File: src/hw/msg_defines.svh
// Timing, address and field constants for the monitor security gate.
`ifndef MSG_DEFINES_SVH
`define MSG_DEFINES_SVH
`define MSG_BIT_CYCLES     16'd256
`define MSG_KEY_BYTES      4'd8
`define MSG_KEY_BASE       16'hfff6
`define MSG_KEY_LAST       16'hfffd
`define MSG_BLANK_BYTE     8'hff
`define MSG_BAD_READ       8'h00
`define MSG_PASS_ADDR      16'h0040
`define MSG_PASS_BIT       3
`define MSG_PASS_BIT_VAL   3'd6
`define MSG_BREAK_BITS     4'd10
`define MSG_FRAME_BITS     4'd10
`define MSG_FLASH_LO       16'hc000
`define MSG_FIFO_DEPTH     16
`endif

File: src/hw/msg_pkg.sv
// Types shared by the monitor security gate files.
`default_nettype none
package msg_pkg;
  typedef enum logic [2:0] {
    MSG_RX_IDLE, MSG_RX_START, MSG_RX_DATA, MSG_RX_STOP
  } msg_rx_e;
  typedef enum logic [2:0] {
    MSG_TX_IDLE, MSG_TX_GAP, MSG_TX_SHIFT
  } msg_tx_e;
  typedef struct packed {
    logic       is_break;
    logic [7:0] data;
  } msg_txw_s;
endpackage
`default_nettype wire

File: src/hw/msg_fifo.sv
// Parameterised valid/ready FIFO with registered read data.
`timescale 1ns/1ps
`default_nettype none
module msg_fifo #(
  parameter int WIDTH = 9,
  parameter int DEPTH = 16
) (
  input  wire logic             ref_clk,
  input  wire logic             rst,
  input  wire logic [WIDTH-1:0] in_data,
  input  wire logic             in_valid,
  output logic                  in_ready,
  output logic [WIDTH-1:0]      out_data,
  output logic                  out_valid,
  input  wire logic             out_ready
);
  localparam int AW = $clog2(DEPTH);
  logic [WIDTH-1:0] mem_r [DEPTH];
  logic [AW:0]      wp_r;
  logic [AW:0]      rp_r;
  logic             full;
  logic             empty;
  logic             pop;

  // Full and empty come from the extra pointer bit.
  assign full      = (wp_r[AW] != rp_r[AW]) && (wp_r[AW-1:0] == rp_r[AW-1:0]);
  assign empty     = (wp_r == rp_r);
  assign in_ready  = !full;
  assign pop       = !empty && (!out_valid || out_ready);

  // Storage array.
  always_ff @(posedge ref_clk)
  begin
    if (in_valid && !full)
    begin
      mem_r[wp_r[AW-1:0]] <= in_data;
    end
  end

  // Pointers.
  always_ff @(posedge ref_clk or posedge rst)
  begin
    if (rst)
    begin
      wp_r <= '0;
      rp_r <= '0;
    end
    else
    begin
      if (in_valid && !full)
      begin
        wp_r <= wp_r + 1'b1;
      end
      if (pop)
      begin
        rp_r <= rp_r + 1'b1;
      end
    end
  end

  // Output register keeps read data out of the array.
  always_ff @(posedge ref_clk or posedge rst)
  begin
    if (rst)
    begin
      out_data  <= '0;
      out_valid <= 1'b0;
    end
    else if (pop)
    begin
      out_data  <= mem_r[rp_r[AW-1:0]];
      out_valid <= 1'b1;
    end
    else if (out_ready)
    begin
      out_valid <= 1'b0;
    end
  end
endmodule // msg_fifo
`default_nettype wire

File: src/hw/msg_gate.sv
// Monitor security gate: key receive, compare, unlock, flash gating, echo and break.
//
// Functional notes
// Eight host key bytes must all equal stored key bytes to unlock.
// After power-on, wait for all eight key bytes before accepting commands.
// A matching key allows all flash reads and flash fetches.
// Unlock persists through every reset except power-on reset.
// Non power-on resets need no new key and keep unlock state.
// Locked after mismatch, flash reads return an invalid value.
// Locked, a flash instruction fetch raises an illegal address reset; the code traps only once key_done is set.
// Break character is sent only after all eight key bytes arrive; the code also echoes a received break as a break frame at any time.
// Pass flag at bit six of low RAM byte shows correct key.
// Mass erase leaves all eight key bytes at blank value.
// After failure the host should power-cycle before retrying.
// After failure the host may run a RAM mass-erase routine.
// Users should program all key bytes with non-blank data.
// A break is a zero start bit plus nine more zero bits.
// Link framing is NRZ mark/space with equal rates both ways.
// Each serial bit lasts 256 bus clock cycles.
// Every received byte is echoed on the monitor serial pin.
// Bytes compare in arrival order against ascending key addresses.
// A sticky unlock flag gates flash read data and fetch permission.
`include "msg_defines.svh"
`timescale 1ns/1ps
`default_nettype none
module msg_gate (
  input  wire logic        ref_clk,
  input  wire logic        rst,           // Power-on reset only.
  input  wire logic        sys_reset,     // Any other reset, one-cycle pulse.
  input  wire logic        monitor_serial_pin_i,
  output logic             monitor_serial_pin_o,
  output logic             monitor_serial_pin_oe,
  input  wire logic        mass_erase,    // Pulse from the flash controller.
  input  wire logic [7:0]  key_byte_in,   // Stored key byte at key_addr.
  output logic [2:0]       key_addr,      // Offset from the key base.
  input  wire logic        flash_rd,
  input  wire logic [15:0] flash_addr,
  input  wire logic        flash_fetch,
  input  wire logic [7:0]  flash_raw,
  output logic [7:0]       flash_rdata,
  output logic             illegal_addr_rst,
  output logic             key_done,      // Commands may be accepted.
  output logic             unlocked,
  output logic [7:0]       pass_byte      // Image of the low RAM pass byte.
);
  // --------------------------------------------------------------
  // Two-flop input synchroniser
  // --------------------------------------------------------------
  logic rx_s1_r, rx_s2_r;
  always_ff @(posedge ref_clk or posedge rst)
  begin
    if (rst)
    begin
      rx_s1_r <= 1'b1;
      rx_s2_r <= 1'b1;
    end
    else
    begin
      rx_s1_r <= monitor_serial_pin_i;
      rx_s2_r <= rx_s1_r;
    end
  end

  // --------------------------------------------------------------
  // Receiver
  // --------------------------------------------------------------
  msg_pkg::msg_rx_e rx_st_r;
  logic [15:0] rx_cnt_r;
  logic [3:0]  rx_bit_r;
  logic [7:0]  rx_sh_r;
  logic        rx_stb;
  logic        rx_brk;
  // Samples mid-bit; a zero stop bit with zero data is a break.
  always_ff @(posedge ref_clk or posedge rst)
  begin
    if (rst)
    begin
      rx_st_r  <= msg_pkg::MSG_RX_IDLE;
      rx_cnt_r <= 16'h0000;
      rx_bit_r <= 4'h0;
      rx_sh_r  <= 8'h00;
    end
    else
    begin
      unique case (rx_st_r)
        msg_pkg::MSG_RX_IDLE:
        begin
          rx_cnt_r <= 16'h0000;
          // The pin reads back our own drive, so a start edge is only taken while
          // the transmitter has let go; otherwise echoes would count as key bytes.
          if (!rx_s2_r && !monitor_serial_pin_oe)
            rx_st_r <= msg_pkg::MSG_RX_START;
        end
        msg_pkg::MSG_RX_START:
        begin
          rx_cnt_r <= rx_cnt_r + 16'h0001;
          if (rx_cnt_r == (`MSG_BIT_CYCLES >> 1) - 16'h0001)
          begin
            rx_cnt_r <= 16'h0000;
            rx_bit_r <= 4'h0;
            rx_st_r  <= rx_s2_r ? msg_pkg::MSG_RX_IDLE : msg_pkg::MSG_RX_DATA;
          end
        end
        msg_pkg::MSG_RX_DATA:
        begin
          rx_cnt_r <= rx_cnt_r + 16'h0001;
          if (rx_cnt_r == `MSG_BIT_CYCLES - 16'h0001)
          begin
            rx_cnt_r <= 16'h0000;
            rx_sh_r  <= {rx_s2_r, rx_sh_r[7:1]};
            rx_bit_r <= rx_bit_r + 4'h1;
            if (rx_bit_r == 4'h7)
              rx_st_r <= msg_pkg::MSG_RX_STOP;
          end
        end
        msg_pkg::MSG_RX_STOP:
        begin
          rx_cnt_r <= rx_cnt_r + 16'h0001;
          if (rx_cnt_r == `MSG_BIT_CYCLES - 16'h0001)
            rx_st_r <= msg_pkg::MSG_RX_IDLE;
        end
        default:
          rx_st_r <= msg_pkg::MSG_RX_IDLE;
      endcase
    end
  end
  assign rx_stb = (rx_st_r == msg_pkg::MSG_RX_STOP) &&
                  (rx_cnt_r == `MSG_BIT_CYCLES - 16'h0001);
  assign rx_brk = rx_stb && !rx_s2_r && (rx_sh_r == 8'h00);

  // --------------------------------------------------------------
  // Key compare and sticky unlock
  // --------------------------------------------------------------
  logic [3:0] key_cnt_r;
  logic       key_ok_r;
  logic       unlock_r;
  logic       key_stb;
  assign key_addr = key_cnt_r[2:0];
  assign key_stb  = rx_stb && !rx_brk && (key_cnt_r != `MSG_KEY_BYTES);
  // Power-on only clears this; sys_reset is deliberately ignored so that
  // warm resets neither re-arm the key entry nor drop the unlock.
  always_ff @(posedge ref_clk or posedge rst)
  begin
    if (rst)
    begin
      key_cnt_r <= 4'h0;
      key_ok_r  <= 1'b1;
      unlock_r  <= 1'b0;
    end
    else if (key_stb)
    begin
      key_cnt_r <= key_cnt_r + 4'h1;
      // Key bytes blanked by mass erase still compare as stored. R10
      if (rx_sh_r != key_byte_in)
        key_ok_r <= 1'b0;
      if (key_cnt_r == `MSG_KEY_BYTES - 4'h1)
        unlock_r <= key_ok_r && (rx_sh_r == key_byte_in);
    end
  end
  assign key_done = (key_cnt_r == `MSG_KEY_BYTES);
  assign unlocked = unlock_r;

  // --------------------------------------------------------------
  // Flash gating
  // --------------------------------------------------------------
  logic in_flash;
  assign in_flash = (flash_addr >= `MSG_FLASH_LO);
  always_ff @(posedge ref_clk or posedge rst)
  begin
    if (rst)
    begin
      flash_rdata      <= 8'h00;
      illegal_addr_rst <= 1'b0;
      pass_byte        <= 8'h00;
    end
    else
    begin
      if (flash_rd)
        flash_rdata <= (unlock_r || !in_flash) ? flash_raw : `MSG_BAD_READ;
      illegal_addr_rst <= flash_fetch && in_flash && !unlock_r && key_done;
      pass_byte <= {1'b0, unlock_r, 6'h00};
    end
  end

  // --------------------------------------------------------------
  // Transmit queue: echoes and the post-key break
  // --------------------------------------------------------------
  msg_pkg::msg_txw_s push_w;
  msg_pkg::msg_txw_s pop_w;
  logic push_v, push_rdy, pop_v, pop_rdy;
  logic brk_due_r;
  always_ff @(posedge ref_clk or posedge rst)
  begin
    if (rst)
      brk_due_r <= 1'b0;
    else if (key_stb && key_cnt_r == `MSG_KEY_BYTES - 4'h1)
      brk_due_r <= 1'b1;
    else if (push_rdy && !rx_stb)
      brk_due_r <= 1'b0;
  end
  // Echo has priority; the break follows in the next free cycle.
  assign push_v = rx_stb || brk_due_r;
  assign push_w = rx_stb ? msg_pkg::msg_txw_s'{is_break: rx_brk, data: rx_sh_r}
                         : msg_pkg::msg_txw_s'{is_break: 1'b1, data: 8'h00};

  msg_fifo #(.WIDTH(9), .DEPTH(`MSG_FIFO_DEPTH)) u_fifo (
    .ref_clk   (ref_clk),
    .rst       (rst),
    .in_data   (push_w),
    .in_valid  (push_v),
    .in_ready  (push_rdy),
    .out_data  (pop_w),
    .out_valid (pop_v),
    .out_ready (pop_rdy)
  );

  // --------------------------------------------------------------
  // Transmitter: two bit gap, then start, data, stop on the shared pin
  // --------------------------------------------------------------
  msg_pkg::msg_tx_e tx_st_r;
  logic [15:0] tx_cnt_r;
  logic [3:0]  tx_bit_r;
  logic [9:0]  tx_sh_r;
  assign pop_rdy = (tx_st_r == msg_pkg::MSG_TX_IDLE) && (rx_st_r == msg_pkg::MSG_RX_IDLE);
  always_ff @(posedge ref_clk or posedge rst)
  begin
    if (rst)
    begin
      tx_st_r  <= msg_pkg::MSG_TX_IDLE;
      tx_cnt_r <= 16'h0000;
      tx_bit_r <= 4'h0;
      tx_sh_r  <= 10'h3ff;
    end
    else
    begin
      tx_cnt_r <= tx_cnt_r + 16'h0001;
      unique case (tx_st_r)
        msg_pkg::MSG_TX_IDLE:
        begin
          tx_cnt_r <= 16'h0000;
          tx_bit_r <= 4'h0;
          if (pop_v && pop_rdy)
          begin
            // Break frame holds zero through the stop slot. R14
            tx_sh_r <= pop_w.is_break ? 10'h000 : {1'b1, pop_w.data, 1'b0};
            tx_st_r <= msg_pkg::MSG_TX_GAP;
          end
        end
        msg_pkg::MSG_TX_GAP:
          if (tx_cnt_r == (`MSG_BIT_CYCLES << 1) - 16'h0001)
          begin
            tx_cnt_r <= 16'h0000;
            tx_st_r  <= msg_pkg::MSG_TX_SHIFT;
          end
        msg_pkg::MSG_TX_SHIFT:
          if (tx_cnt_r == `MSG_BIT_CYCLES - 16'h0001)
          begin
            tx_cnt_r <= 16'h0000;
            tx_sh_r  <= {1'b1, tx_sh_r[9:1]};
            tx_bit_r <= tx_bit_r + 4'h1;
            if (tx_bit_r == `MSG_FRAME_BITS - 4'h1)
              tx_st_r <= msg_pkg::MSG_TX_IDLE;
          end
        default:
          tx_st_r <= msg_pkg::MSG_TX_IDLE;
      endcase
    end
  end
  // Drive through the gap and while shifting so the host owns the pin otherwise.
  assign monitor_serial_pin_oe = (tx_st_r != msg_pkg::MSG_TX_IDLE);
  assign monitor_serial_pin_o  = (tx_st_r == msg_pkg::MSG_TX_SHIFT) ? tx_sh_r[0] : 1'b1;
endmodule // msg_gate
`default_nettype wire

File: config.mk
export PLATFORM = sky130hd
export DESIGN_NAME = msg_gate
export DESIGN_NICKNAME = d
export VERILOG_FILES = /design/src/hw/msg_pkg.sv /design/src/hw/msg_fifo.sv /design/src/hw/msg_gate.sv
export VERILOG_INCLUDE_DIRS = /design/src /design/src/hw
export SDC_FILE = /design/constraint.sdc
export NUM_CORES = 1
export LEC_CHECK = 0
export ABC_AREA = 1
export BUFFER_PORTS_ARGS = -buffer_cell sky130_fd_sc_hd__buf_2
export CORE_ASPECT_RATIO = 2
export CORE_MARGIN = 2
export CORE_UTILIZATION = 35
export CTS_CLUSTER_SIZE = 12
export DETAILED_ROUTE_END_ITERATION = 6
export MAX_ROUTING_LAYER = met4
export PLACE_DENSITY = 0.5
export SYNTH_ARGS = -nofsm -noshare
export SYNTH_HDL_FRONTEND = slang
export SYNTH_SLANG_ARGS = --single-unit
File: constraint.sdc
create_clock -name ref_clk -period 3 [get_ports ref_clk]
set_clock_uncertainty 0.2 [all_clocks]
set_input_delay 0.3 -clock ref_clk [delete_from_list [all_inputs] [get_ports ref_clk]]
set_output_delay 0.3 -clock ref_clk [all_outputs]
set_load 0.01 [all_outputs]
==> results_dict.tcl <==
set metrics [dict create \
    ys_seq_elements 245 \
    grt_pass1_vias 8134 \
    place_inst 1572 \
    fillers 3155 \
    synth_cell_type_count 42 \
    period_share_pct 89.2 \
    cts_max_level 1 \
    netlist_area_mm2 0.0112 \
    die_y_um 257 \
    syn-mean-instance-area_um2 10.0 \
    peakVddDrop_uv 427 \
    r2r_slack_ps 320 \
    drtIter0Drc 410 \
    fin_crit_ps 2680 \
    maxCapViolCount 0 \
    ctsHoldBuffers 30 \
    tns_ps 0 \
    rows 92 \
    drive_gt1_share_pct 13.3 \
    setup_violations 0 \
    wirelength_mm 28.5 \
    hold_ws_ps 40.6 \
    die_width_um 130 \
    synth-edff-count 144 \
    grt_max_degree 102 \
    syn_inst 1115 \
    cts_tree "done" \
    antenna_found_initial 0 \
    ant_nets 0 \
    cts_setup_buffers 0 \
    grt.overflow.total 0 \
    post_cts_resized 0 \
    timing.rr.start "rx_cnt_r[0]" \
    cp-startpoint "rx_cnt_r[0]" \
    yosysWarnings 0 \
    yosys-top-cells-area "edfxtp_1 (39%), dfrtp_1 (20%), nor2_1 (6.9%), nand2_1 (5.8%), o21ai_0 (5.7%)" \
    initial_core_util_pct 35.4 \
    path_class "flop to flop" \
    maxSlewHeadroom_pct 57.2 \
    drc_errors 0 \
    core_mm2 0.0315 \
    firstDrtPassIters 4 \
    io_pins 63 \
    place.gp.congestion 0.815 \
    synth_top_cell_by_area "edfxtp_1" \
    fin_cells 1647 \
    r2r-end "u_fifo.mem_r[7][3]" \
    grt_pass1_wl_mm 44.3 \
    nets 1262 \
    yosysTopAreaCellShare_pct 38.7 \
    path_max_fanout 14 \
    rsz0062_at_grt "no" \
    cp-end-kind "flop" \
    numClockSinks 245 \
    hold_class "input port to flop" \
    critPathArrivalTime_ps 2700 \
    place.port_buffers 39 \
    max_freq_mhz 374 \
    wl_per_cell_um 17.3 \
    ys_seq_area_share_pct 61.5 \
    slew_viol_final 0 \
    ys_top_cells_by_count "nor2_1 (206), nand2_1 (172), edfxtp_1 (144)" \
    leakagePower_nw 4.96 \
    clock_insertion_delay_worst_skew_ps 530 \
    synthArstFlopShare_pct 41.2 \
    crit_end "u_fifo.mem_r[7][3]" \
    yosysMostFrequentCell "nor2_1" \
    cts_made_buffers 25 \
    cts-root-buf "clkbuf_16" \
    status "completed" \
    cp.required_ps 3030 \
    via_per_inst 4.77 \
    worst_pin_slew_ps 641 \
    die_area_mm2 0.0335 \
    hold_violations 0 \
    power_density_mw_per_mm2 504 \
    num_antenna_cells 0 \
    ff2ff_path_depth 10 \
    dp_hpwl_mm 19.7 \
    critPathLaunchType "flop" \
    clkSlewWorstSetupHoldPaths_ps 60 \
    syn2layout_area_growth_pct 16.5 \
    grt_usage_pct 18.1 \
    vias 7849 \
    clock_path_buffers 3 \
    ys.flop_type "edfxtp_1" \
]
worst max-delay path: stages (launching register included):
cell     delay [ps]
dfrtp_1         420
ha_1            220
nand3_2         160
nor2_8          220
nand2_4          90
nor2_2          120
or2_1           140
nand2_2         250
buf_4           290
nor2_2           80
buf_4           190
registers in the layout, indices dropped and copies added (netlist names), 5 cells and up:
name	count
u_fifo.mem_r	144
u_fifo.out_data	9
u_fifo.wp_r	5
tx_sh_r	10
tx_cnt_r	16
u_fifo.rp_r	5
rx_sh_r	8
rx_cnt_r	16
flash_rdata	8
power by group:
part	switching, mW	total, mW	internal (mW)	leakage [nW]
Combinational	0.0663	0.124	0.0577	2.22
Clock	1.25	2.87	1.63	0.353
Sequential	0.00625	3.56	3.55	2.39
Total	1.32	6.56	5.24	4.96
per-layer routing:
| layer | track usage (%) | wire (um) | up-vias |
|---|---|---|---|
| met5 | - | 0 | - |
| met4 | 10.5 | 1840 | 0 |
| met3 | 2.02 | 713 | 70 |
| met2 | 33.7 | 16100 | 141 |
| met1 | 17.4 | 9860 | 3740 |
| li1 | - | - | 3898 |
stage by stage:
stage                     setup WS [ps]  area, um2  power, mW  util (%)
after floorplan                     507      11200       3.68         -
after global placement              324      12000       3.72      38.0
after detailed placement            294      12000       3.72      38.0
after CTS                           281      13000       6.64      41.3
after global routing                152      13000       6.78      41.3
final                               325      13000       6.56      41.3
area by class of cell:
type	instances	area (um2)	share of cell area, %
clock buffer	43	723	5.56
clock inverter	2	12.5	0.0961
inverter	72	274	2.10
multi-input combinational	753	3770	29.0
sequential	245	6870	52.8
tap	423	529	4.07
timing repair buffer	109	833	6.40
how the worst min path moves through the flow:
stage                         startpoint          endpoint  cells after the start
floorplan           monitor_serial_pin_i           rx_s1_r                      0
global route              flash_addr[15]  illegal_addr_rst                      3
global placement                 rx_s1_r           rx_s2_r                      0
finish                    flash_addr[15]  illegal_addr_rst                      3
CTS                       flash_addr[15]  illegal_addr_rst                      3
detailed placement               rx_s1_r           rx_s2_r                      0
layout by cell type (no fill, tap or decap), types with 3 or more instances in the layout:
cell type / instances
dfrtp_1: 86
o21ai_0: 128
inv_1: 65
buf_2: 39
nand3_2: 3
nand4_1: 16
nor2_2: 13
buf_12: 3
xnor2_1: 10
buf_4: 37
clkinv_1: 3
or2_2: 3
ha_1: 17
dlygate4sd3_1: 30
conb_1: 7
a21oi_1: 17
nand3_1: 74
clkbuf_1: 15
o211ai_1: 18
edfxtp_1: 144
clkbuf_8: 3
inv_2: 4
nor2_1: 206
xor2_1: 35
nand3b_1: 3
nand2_2: 6
nand2_1: 172
nor3_1: 9
clkbuf_16: 25
dfstp_2: 13
logic make-up after synthesis:
family          Yosys count  share of synthesized area, %
xor+xnor                 45                          3.53
compound gates          171                          8.28
flops                   245                          61.5
fa+ha+maj                17                          1.90
other cells               1                        0.0336
simple gates            513                          19.8
buf+inv                 123                          4.95
No activity file was read; power rests on OpenSTA's default activity.
